## src/spsr_pkg.sv

```systemverilog
// spsr_pkg: offsets, field positions, reset values and gamma defaults of the sprite register bank
package spsr_pkg;
  localparam logic [19:0] OFS_SURF      = 20'h7_319c;
  localparam logic [19:0] OFS_KEYMAX    = 20'h7_31a0;
  localparam logic [19:0] OFS_TILEOFF   = 20'h7_31a4;
  localparam logic [19:0] OFS_LIVE      = 20'h7_31ac;
  localparam logic [19:0] OFS_SCALE     = 20'h7_3204;
  localparam logic [19:0] OFS_GAMMA     = 20'h7_3300;
  localparam int          GAMMA_WORDS   = 19;
  localparam int          GAMMA_POINTS  = 16;
  // writable bit masks; reserved bits are dropped on write and read as zero
  localparam logic [31:0] MASK_SURF     = 32'hffff_f000;
  localparam logic [31:0] MASK_KEYMAX   = 32'h00ff_ffff;
  localparam logic [31:0] MASK_TILEOFF  = 32'h0fff_0fff;
  localparam logic [31:0] MASK_SCALE    = 32'hffff_07ff;
  localparam logic [31:0] RESET_REG     = 32'h0000_0000;
  // field positions
  localparam int          TILE_Y_LSB    = 16;
  localparam int          TILE_X_LSB    = 0;
  localparam int          KEY_V_LSB     = 16;
  localparam int          KEY_Y_LSB     = 8;
  localparam int          KEY_U_LSB     = 0;
  localparam int          SC_EN_BIT     = 31;
  localparam int          SC_FILT_LSB   = 29;
  localparam int          SC_FOFS_BIT   = 28;
  localparam int          SC_FEN_BIT    = 27;
  localparam int          SC_SRCW_LSB   = 16;
  localparam int          SC_SRCH_LSB   = 0;
  localparam logic [11:0] SRCW_MAX_M1   = 12'h07ff;
  localparam logic [11:0] SRC_MIN_M1    = 12'h0002;
  localparam logic [4:0]  MAX_DOWN      = 5'h10;
  localparam logic [4:0]  DECIM_ABOVE   = 5'h02;
  // gamma reset: point i = {i<<26 | i<<16 | i<<6}, tops = 0x400
  localparam logic [31:0] GAMMA_TOP_RST = 32'h0000_0400;
  localparam logic [31:0] GAMMA_STEP    = 32'h0401_0040;
  // phase encoding: 2'b00 zero, 2'b01 half, 2'b10 half the scale factor
  typedef enum logic [1:0] {SPSR_PH_ZERO, SPSR_PH_HALF, SPSR_PH_SCALE} spsr_phase_t;
endpackage

```

## src/spsr_dbuf.sv

```systemverilog
// spsr_dbuf: one two-stage double-buffered register with pending and active copies
`timescale 1ns/100ps
module spsr_dbuf #(
  parameter logic [31:0] MASK = 32'hffff_ffff
) (
  input  wire logic        clk,     // display clock
  input  wire logic        rst,     // async reset, active high
  input  wire logic        wr_en,   // software write strobe
  input  wire logic [31:0] wr_data, // software write data
  input  wire logic        load,    // transfer pending into active
  output logic      [31:0] pend,    // first stage, read back
  output logic      [31:0] act      // second stage, steers hardware
);
  // first stage holds what software wrote; masked bits stay zero
  always_ff @(posedge clk or posedge rst)
    if (rst)
      pend <= 32'h0000_0000;
    else if (wr_en)
      pend <= wr_data & MASK;

  // second stage takes the pending value only at the update point
  always_ff @(posedge clk or posedge rst)
    if (rst)
      act <= 32'h0000_0000;
    else if (load)
      act <= pend;
endmodule

```

## src/spsr_regs.sv

```systemverilog
// spsr_regs: second sprite plane surface, key, pan, scaler and gamma register bank
//
// Summary of operation
// - a surface base write arms the scaler control for its next update point
// - surface, key max and tiled offset go active at vblank or pipe disable
// - tiled offset pans only tiled surfaces; linear uses the linear offset
// - tiled offset: y start in 27:16, x start in 11:0, from surface start
// - under 180 degree rotation the offset names the lower right corner
// - key max gives V, Y, U upper bounds, used only with source keying
// - a read-only register returns the active surface base address
// - the command streamer can flip the surface base as well
// - scaling enable bit 31 resamples source size to destination size
// - any upscale; downscale to 16:1; beyond 2:1 uses decimation
// - field offset bit picks vertical initial phase zero or one half
// - field enable clear gives phase half the scale factor
// - source width holds pixels minus one, from three up to 2048
// - gamma block is sixteen points then red, green, blue top words
`timescale 1ns/100ps
module spsr_regs #(
  parameter int GAMMA_N = spsr_pkg::GAMMA_WORDS
) (
  input  wire logic        clk,            // display clock, 100 MHz
  input  wire logic        rst,            // async reset, active high
  input  wire logic [19:0] reg_addr,       // byte address of the access
  input  wire logic        reg_wr,         // write strobe, one cycle
  input  wire logic        reg_rd,         // read strobe, one cycle
  input  wire logic [31:0] reg_wdata,      // write data
  output logic      [31:0] reg_rdata,      // read data, registered
  output logic             reg_rvalid,     // read data valid pulse
  input  wire logic        cs_flip,        // command streamer flip strobe
  input  wire logic [31:0] cs_flip_addr,   // flip surface address
  input  wire logic        vblank_start,   // start of vertical blank pulse
  input  wire logic        pipe_disabled,  // pipe off level
  input  wire logic        sprite_disabled, // sprite off level
  input  wire logic        surface_tiled,  // surface is tiled
  input  wire logic        rotate_180,     // 180 degree rotation active
  input  wire logic        src_key_en,     // source colour keying enabled
  input  wire logic [31:0] linear_offset,  // active linear pan offset
  input  wire logic [4:0]  down_ratio,     // source/destination ratio, integer
  input  wire logic [4:0]  gamma_idx,      // gamma word lookup index
  output logic      [31:0] surface_base,   // active surface base
  output logic             pan_tiled,      // panning taken from x,y offset
  output logic      [11:0] pan_x,          // active x start in pixels
  output logic      [11:0] pan_y,          // active y start in lines
  output logic      [31:0] pan_linear,     // active linear offset, linear only
  output logic             pan_corner_lr,  // offset marks lower right corner
  output logic      [7:0]  key_max_v,      // V upper bound, zero when unkeyed
  output logic      [7:0]  key_max_y,      // Y upper bound
  output logic      [7:0]  key_max_u,      // U upper bound
  output logic             scale_en,       // scaling active
  output logic      [1:0]  filter_sel,     // active filter selection
  output logic      [1:0]  vphase,         // vertical initial phase code
  output logic      [11:0] src_width,      // scaled source width in pixels
  output logic      [10:0] src_height_m1,  // source height minus one
  output logic             decimate,       // downscale beyond 2:1
  output logic             scale_ratio_ok, // ratio within 16:1 limit
  output logic             armed,          // armed transfer pending
  output logic      [31:0] gamma_word      // gamma word at gamma_idx, registered
);

  ////////////////////////////////////////////////////////////////////////////
  // decode and update points
  logic        wr_surf;
  logic        wr_key;
  logic        wr_tile;
  logic        wr_scale;
  logic        upd_plain;
  logic        upd_armed;
  logic        armed_r;
  logic [31:0] surf_wdata;
  logic [31:0] surf_pend;
  logic [31:0] surf_act;
  logic [31:0] key_pend;
  logic [31:0] key_act;
  logic [31:0] tile_pend;
  logic [31:0] tile_act;
  logic [31:0] scale_pend;
  logic [31:0] scale_act;

  assign wr_surf  = (reg_wr && reg_addr == spsr_pkg::OFS_SURF) || cs_flip;
  assign wr_key   = reg_wr && reg_addr == spsr_pkg::OFS_KEYMAX;
  assign wr_tile  = reg_wr && reg_addr == spsr_pkg::OFS_TILEOFF;
  assign wr_scale = reg_wr && reg_addr == spsr_pkg::OFS_SCALE;
  // a streamer flip wins over a same-cycle software write to the surface
  assign surf_wdata = cs_flip ? cs_flip_addr : reg_wdata;

  // unarmed registers follow vblank or pipe disable alone
  assign upd_plain = vblank_start || pipe_disabled;
  // armed registers also take sprite disable, but only while armed
  assign upd_armed = armed_r && (vblank_start || pipe_disabled || sprite_disabled);

  ////////////////////////////////////////////////////////////////////////////
  // arming flag: a new arm in the update cycle is kept, so no arm is lost
  always_ff @(posedge clk or posedge rst)
    if (rst)
      armed_r <= 1'b0;
    else if (wr_surf)
      armed_r <= 1'b1;
    else if (upd_armed)
      armed_r <= 1'b0;

  assign armed = armed_r;

  ////////////////////////////////////////////////////////////////////////////
  // double-buffered registers; masks drop reserved bits on write
  spsr_dbuf #(.MASK(spsr_pkg::MASK_SURF)) u_surf (
    .clk     (clk),
    .rst     (rst),
    .wr_en   (wr_surf),
    .wr_data (surf_wdata),
    .load    (upd_plain),
    .pend    (surf_pend),
    .act     (surf_act)
  );

  spsr_dbuf #(.MASK(spsr_pkg::MASK_KEYMAX)) u_key (
    .clk     (clk),
    .rst     (rst),
    .wr_en   (wr_key),
    .wr_data (reg_wdata),
    .load    (upd_plain),
    .pend    (key_pend),
    .act     (key_act)
  );

  spsr_dbuf #(.MASK(spsr_pkg::MASK_TILEOFF)) u_tile (
    .clk     (clk),
    .rst     (rst),
    .wr_en   (wr_tile),
    .wr_data (reg_wdata),
    .load    (upd_plain),
    .pend    (tile_pend),
    .act     (tile_act)
  );

  // scaler control waits for the arm, keeping size and scale atomic
  spsr_dbuf #(.MASK(spsr_pkg::MASK_SCALE)) u_scale (
    .clk     (clk),
    .rst     (rst),
    .wr_en   (wr_scale),
    .wr_data (reg_wdata),
    .load    (upd_armed),
    .pend    (scale_pend),
    .act     (scale_act)
  );

  ////////////////////////////////////////////////////////////////////////////
  // gamma table: 16 points then red, green, blue tops, reset to an identity ramp
  logic [31:0] gamma_mem [GAMMA_N];
  logic [4:0]  gamma_wsel;
  logic        gamma_hit;
  logic [19:0] gamma_rel;

  assign gamma_rel  = reg_addr - spsr_pkg::OFS_GAMMA;
  assign gamma_hit  = reg_addr >= spsr_pkg::OFS_GAMMA && gamma_rel[1:0] == 2'b00
                      && gamma_rel[19:2] < 18'(GAMMA_N);
  assign gamma_wsel = gamma_rel[6:2];

  always_ff @(posedge clk or posedge rst)
    if (rst)
    begin
      for (int i = 0; i < GAMMA_N; i++)
        gamma_mem[i] <= (i < spsr_pkg::GAMMA_POINTS)
                        ? 32'(spsr_pkg::GAMMA_STEP * 32'(i))
                        : spsr_pkg::GAMMA_TOP_RST;
    end
    else if (reg_wr && gamma_hit)
      gamma_mem[gamma_wsel] <= reg_wdata;

  // lookup port for the colour pipeline; out-of-range index reads zero
  always_ff @(posedge clk or posedge rst)
    if (rst)
      gamma_word <= 32'h0000_0000;
    else if (32'(gamma_idx) < 32'(GAMMA_N))
      gamma_word <= gamma_mem[gamma_idx];
    else
      gamma_word <= 32'h0000_0000;

  ////////////////////////////////////////////////////////////////////////////
  // register read: pending values read back, live register shows the active one
  always_ff @(posedge clk or posedge rst)
    if (rst)
    begin
      reg_rdata  <= 32'h0000_0000;
      reg_rvalid <= 1'b0;
    end
    else
    begin
      reg_rvalid <= reg_rd;
      if (reg_rd)
      begin
        if (reg_addr == spsr_pkg::OFS_SURF)
          reg_rdata <= surf_pend;
        else if (reg_addr == spsr_pkg::OFS_KEYMAX)
          reg_rdata <= key_pend;
        else if (reg_addr == spsr_pkg::OFS_TILEOFF)
          reg_rdata <= tile_pend;
        else if (reg_addr == spsr_pkg::OFS_LIVE)
          reg_rdata <= surf_act;
        else if (reg_addr == spsr_pkg::OFS_SCALE)
          reg_rdata <= scale_pend;
        else if (gamma_hit)
          reg_rdata <= gamma_mem[gamma_wsel];
        else
          reg_rdata <= 32'h0000_0000; // unmapped and reserved read zero
      end
    end

  ////////////////////////////////////////////////////////////////////////////
  // panning selection: tiled takes x,y, linear takes the linear offset
  assign surface_base  = surf_act;
  assign pan_tiled     = surface_tiled;
  assign pan_x         = surface_tiled ? tile_act[spsr_pkg::TILE_X_LSB +: 12] : 12'h000;
  assign pan_y         = surface_tiled ? tile_act[spsr_pkg::TILE_Y_LSB +: 12] : 12'h000;
  assign pan_linear    = surface_tiled ? 32'h0000_0000 : linear_offset;
  // under rotation the same fields locate the unrotated lower right corner
  assign pan_corner_lr = surface_tiled && rotate_180;

  // key bounds are neutral (zero) unless source keying is on
  assign key_max_v = src_key_en ? key_act[spsr_pkg::KEY_V_LSB +: 8] : 8'h00;
  assign key_max_y = src_key_en ? key_act[spsr_pkg::KEY_Y_LSB +: 8] : 8'h00;
  assign key_max_u = src_key_en ? key_act[spsr_pkg::KEY_U_LSB +: 8] : 8'h00;

  ////////////////////////////////////////////////////////////////////////////
  // scaler decode from the active stage
  spsr_pkg::spsr_phase_t vphase_sel;

  assign scale_en      = scale_act[spsr_pkg::SC_EN_BIT];
  assign filter_sel    = scale_act[spsr_pkg::SC_FILT_LSB +: 2];
  // width field holds pixels minus one; clamp to the supported 3..2048 span
  assign src_width     = (12'({1'b0, scale_act[spsr_pkg::SC_SRCW_LSB +: 11]})
                          < spsr_pkg::SRC_MIN_M1 ? spsr_pkg::SRC_MIN_M1
                          : 12'({1'b0, scale_act[spsr_pkg::SC_SRCW_LSB +: 11]}))
                         + 12'h001;
  assign src_height_m1 = scale_act[spsr_pkg::SC_SRCH_LSB +: 11];
  // ratio checks only matter while scaling; upscale (ratio 0) always passes
  assign scale_ratio_ok = !scale_en || down_ratio <= spsr_pkg::MAX_DOWN;
  assign decimate       = scale_en && down_ratio > spsr_pkg::DECIM_ABOVE;

  always_comb
  begin
    if (!scale_act[spsr_pkg::SC_FEN_BIT])
      vphase_sel = spsr_pkg::SPSR_PH_SCALE;
    else if (scale_act[spsr_pkg::SC_FOFS_BIT])
      vphase_sel = spsr_pkg::SPSR_PH_HALF;
    else
      vphase_sel = spsr_pkg::SPSR_PH_ZERO;
  end
  assign vphase = vphase_sel;
endmodule
```

## config.mk

```make
export PLATFORM = sky130hd
export DESIGN_NAME = spsr_regs
export DESIGN_NICKNAME = d
export VERILOG_FILES = /design/src/spsr_pkg.sv /design/src/spsr_dbuf.sv /design/src/spsr_regs.sv
export SDC_FILE = /design/constraint.sdc
export NUM_CORES = 2
export LEC_CHECK = 0
export BUFFER_PORTS_ARGS = -buffer_cell sky130_fd_sc_hd__buf_2
export CORE_MARGIN = 10
export CORE_UTILIZATION = 36
export CTS_CLUSTER_SIZE = 10
export DETAILED_ROUTE_END_ITERATION = 8
export PLACE_DENSITY_LB_ADDON = 0.25
export RECOVER_POWER = 100
export SYNTH_ARGS = -nofsm -noshare
export SYNTH_HDL_FRONTEND = slang
export SYNTH_SLANG_ARGS = --single-unit
```

## constraint.sdc

```tcl
create_clock -name clk -period 94.8 [get_ports clk]
set_clock_uncertainty 0.1 [all_clocks]
set_input_delay 18.96 -clock clk [delete_from_list [all_inputs] [get_ports clk]]
set_output_delay 18.96 -clock clk [all_outputs]
set_load 0.005 [all_outputs]
```

* After elaboration in Yosys (flattened, before gate mapping) *
Cells that the tools add are included.

word-level totals
  bits in registers = 864
  output and inout port bits = 210
  word-level logic and storage cells = 95

cells by class
  add/subtract/negate cells = 2
  magnitude comparators = 9
  equality and inequality tests = 5
  muxes and demuxes = 28
  bitwise logic cells = 2
  reduce and logical (&&, ||, !) cells = 18

operators by type and width
  operator                  number
  $bwmux W608               1
  $mux W32                  14
  $bmux W32 S5              2
  $demux W32 S5             1
  $eq A20 B19 Y1 const B    5
  $mux W12                  2
  $mux W8                   3
  $ge A20 B19 Y1 const B    1
  $sub A20 B19 Y20 const B  1
  $lt A18 B5 Y1 const B     1
  $add A11 B1 Y12 const B   1
  $ge A6 B6 Y1 const B      2
  $not A5 Y6                2
  $logic_and A1 B1 Y1       11
  $lt A11 B2 Y1 const B     1
  $mux W11                  1
  $lt A6 B1 Y1 const B      1
  $gt A5 B2 Y1 const B      1
  $le A5 B5 Y1 const B      1
  $lt A5 B5 Y1 const B      1
  $logic_or A1 B1 Y1        4
  $mux W1                   3
  $logic_not A2 Y1          1
  $mux W2                   1
  other kinds (2)           2

* Logic depth before layout (Yosys ltp) *
  depth after elaboration = 11
  mapped depth = 10
  mapped depth without buffers = 6

* Hierarchy *
Synthesis repeated with hierarchy kept, for this count alone.

second synthesis, totals
  cells, all modules = 3,398
  area total of the unflattened synthesis = 47,065.1 um^2

by module, submodules not included
  module                  instances  cells an instance  area an instance (um^2)  sequential area each (um^2)
  spsr_regs               1          2,922              38,692.1                 16,990.0
  spsr_dbuf at u_key ...  2          120                2,122.0                  1,201.2
  spsr_dbuf at u_scale    1          126                2,294.7                  1,351.3
  spsr_dbuf at u_surf     1          110                1,834.3                  1,001.0

* Least setup slack after synthesis *
No wires, ideal clock.

  path kind = input port to output port
  from = input port surface_tiled
  to = output port pan_corner_lr
  data arrival time = 19,630 ps
  data required time = 75,740 ps
  slack = 56,110 ps
  cell stages on the path = 3
  buffers on the path = 2
  cell sequence = clkbuf_1 -> clkbuf_1 -> and2_1

on the way
  word-level cells in the longest chain between the ends = 1

RTL lines
  element              RTL line          source
  from (decl)          spsr_regs.sv:35   input wire logic surface_tiled,
  $logic_and A1 B1 Y1  spsr_regs.sv:217  assign pan_corner_lr = surface_tiled && rotate_180;
  to (decl)            spsr_regs.sv:46   output logic pan_corner_lr,

No other way between the ends.

* Worst setup path after layout *
  from = input port surface_tiled
  to = output port pan_linear[10]

on the way
  word-level cells in the longest chain between the ends = 1

RTL lines
  element    RTL line          source
  $mux W32   spsr_regs.sv:215  assign pan_linear = surface_tiled ? 32'h0000_0000 : linear_offset;
  to (decl)  spsr_regs.sv:45   output logic [31:0] pan_linear,

No other way between the ends.

==> impl_metrics.yaml <==
outcome:
  status: "finished, violations left"
  violations: "max-capacitance violations, max-slew violations"
clock_tree:
  cts_htree_levels: 3
  clock-root-buffer: "clkbuf_16"
  cts_buffer_depth: 3
  worst_setup_hold_path_clk_slew_ps: 60
  post_cts_buffers: 0
  clkSinkCount: 864
  clock_latency_ps: 680
  tritoncts_clock_tree: "yes"
  cts_repair_resize_count: 0
  number_of_cts_inserted_buffers: 97
  post_cts_hold_buffer_count: 0
synth:
  ff_latch_count_synth: 864
  yosysSeqAreaShare_pct: 49.2
  post-synth-top-count-cell: "dfrtp_1"
  ys.warnings.count: 0
  synth-main-ff-cell: "dfrtp_1"
  synthesis.area_sq_um: 44200
  synth.top_cells.by_area: "dfrtp_1 43%, mux2_2 19%, mux4_2 11%"
  synth.lib_cells_used.distinct: 66
  synth_top_area_share_pct: 43.3
  synth.largest_area_cell: "dfrtp_1"
  synthesis.instances: 3202
  synth_enable_flop_cells: 0
  syn-mean-instance-area_sq_um: 13.8
  synth_async_sr_flop_share_pct: 100
  netlist_top_cells_count: "765 x dfrtp_1, 737 x mux2_2, 224 x mux4_2"
sta:
  fin_hold_viols: 0
  max_slew.worst_pin.slew_ps: 8020
  final_min_period_over_clock_period_pct: 42.5
  final.setup.worst_slack_ps: 54470
  fmax_mhz: 24.8
  setup_repair_after_global_routing_missed_its_margin: "false"
  tns_ps: 0
  period_minus_slack_ps: 40330
  max-slew-margin-rel_pct: -435
  fin_worst_hold_slack_ps: 378
  final-max-slew-violation-count: 1935
  finalSetupViolCount: 0
global_routing:
  first_global_vias: 29900
  grt_util_all_layers_pct: 20.7
  gr-usage-met3_pct: 3.74
  grt_met2_use_pct: 33.7
  grt.met1_usage_pct: 28.2
  grt_first_pass_wirelength_mm: 214
  grt-ovfl-total: 0
  layer_with_the_highest_usage_after_global_routing: "met2"
  initial_antenna_violation_count: 9
  maximum_number_of_pins_on_one_net_before_global_route_repair: 145
route:
  drt_iter0_drc: 2385
  detailedRoute.firstPassIterationCount: 5
  dr_total_vias: 29400
  route.antenna.remaining_nets: 0
  vias_per_cell: 5.77
  detail_route.wl_per_cell_um: 28.6
  wirelength_mm: 146
  remaining_drc_errors: 0
finish:
  fraction_of_layout_instances_using_a_drive_strength_above_1_pct: 40.0
  finalCoreUtilization_pct: 40.5
  syn2layout_area_growth_pct: 11.8
  nNetsFinal: 3530
  fillerInstances: 11600
critical_path:
  path_class: "primary input to output port"
  crit_required_ps: 75740
  rr_startpoint: "armed$_DFFE_PP0P_"
  maximum_fanout_encountered_on_the_critical_timing_path: 58
  critical_path_capture_point_type: "output port"
  setup.worst_path.start_class: "primary input"
  critical_path_arrival_ps: 21270
  critical_path_start: "surface_tiled"
placed_design:
  dp.final_hpwl_mm: 92.9
  preCtsSetupSlack_ps: 55510
  routabilityCongestion: 0.815
  port_buffers: 322
floorplanning:
  io_pins: 347
  x_dimension_of_the_die_um: 370
  die_h_um: 370
  row_count: 128
  floorplan.initialDensity_pct: 36.3
  die_area_sq_um: 137000
  design.core.area_sq_um: 122000
min_path:
  timing.hold.worst.class: "register to register"
  worst_hold_startpoint: "u_tile.act[24]$_DFFE_PP0P_"
power:
  total_leakage_power_uw: 0.0227
  max-vdd-ir-drop_mv: 0.0117
  power_density_nw_per_um2: 15.8
flow_run:
  maxCapViolations: 52
-- final timing paths --
path | to | cells past startpoint | slack (ps)
max | pan_linear[10] | 3 | 54470
max in group asynchronous | gamma_word[27]$_DFF_PP0_ | 5 | 62270
min reg2reg | u_tile.act[24]$_DFFE_PP0P_ | 2 | 380
min in group asynchronous | u_tile.act[2]$_DFFE_PP0P_ | 2 | 19780
min | u_tile.act[24]$_DFFE_PP0P_ | 2 | 380
max reg2reg | u_scale.act[1]$_DFFE_PP0P_ | 3 | 92040
-- cell usage in the layout, fill, tap and decap left out, drive strengths merged, types with 5 or more instances in the layout --
cell type / netlist / routed
mux4: 224 / 224
o22ai: 62 / 62
conb: 1 / 12
mux2i: 182 / 182
nand2: 72 / 72
nor2b: 44 / 44
nand2b: 6 / 6
xnor2: 8 / 8
a221oi: 37 / 37
inv: 40 / 40
a22oi: 45 / 45
nor3: 14 / 14
or3: 6 / 6
nor2: 76 / 76
nand4: 18 / 18
a221o: 13 / 13
and3: 9 / 9
buf: 149 / 194
dfrtp: 765 / 765
o211ai: 5 / 5
a211oi: 16 / 16
o2bb2ai: 20 / 20
o21ai: 67 / 67
nand3b: 7 / 7
a21oi: 74 / 74
a31oi: 15 / 15
clkbuf: 174 / 388
o221ai: 14 / 14
and2: 58 / 58
nand3: 39 / 39
nor4: 11 / 11
mux2: 803 / 803
dfstp: 99 / 99
-- registers in the layout, indices dropped and copies added (netlist names) --
signal	flops
reg_rvalid	1
u_scale.act	27
u_tile.act	24
u_scale.pend	27
u_tile.pend	24
gamma_mem	608
reg_rdata	32
u_surf.act	20
u_surf.pend	20
u_key.pend	24
gamma_word	32
u_key.act	24
armed	1
-- per-stage QoR --
stage	total power, uW	cell area [sq um]	cells
finish	779	49400	5101
global route	807	49400	5100
CTS	788	50100	5100
detailed placement	437	47200	4918
global placement	437	47200	4918
floorplan	412	44200	3213
-- routing by layer --
| metal | part of all wire [%] | wire length [um] | vias up |
|---|---|---|---|
| met5 | 0.019 | 27 | - |
| met4 | 2.6 | 3850 | 4 |
| met3 | 7.0 | 10300 | 236 |
| met2 | 47 | 68700 | 1089 |
| met1 | 43 | 62900 | 15700 |
| li1 | - | - | 12400 |
-- final cells by class --
class	instances	area, sq um	share of cell area, %
Clock buffer	179	2820	5.70
Multi-Input combinational cell	1986	20700	42.0
Timing Repair Buffer	403	1880	3.81
Inverter	40	151	0.306
Tap cell	1625	2030	4.11
Antenna cell	1	2.50	0.00506
Sequential cell	864	21700	44.0
Clock inverter	3	30.0	0.0608
-- critical path, stage by stage --
cell and delay [ps]:
clkbuf_1 1690, nor2b_1 370, clkbuf_1 230
-- cell families (layout without fill, tap and decap cells) --
| kind of cell | Yosys count | count (layout) | synth area share (%) |
|---|---|---|---|
| AO/OA/AOI/OAI | 378 | 378 | 5.70 |
| buffers and inverters | 363 | 625 | 3.70 |
| adder cells (fa/ha/maj) | 1 | 1 | 0.0283 |
| AND/OR/NAND/NOR | 377 | 377 | 4.92 |
| XOR/XNOR | 9 | 9 | 0.178 |
| other | 1 | 13 | 0.00849 |
| flip-flops | 864 | 864 | 49.2 |
| multiplexers | 1209 | 1209 | 36.3 |
-- where the power goes --
part / internal, uW / switching [uW]
Combinational: 15.4 / 39.3
Sequential: 372 / 2.62
Clock: 198 / 152
Power figures use the tool's default switching activity.
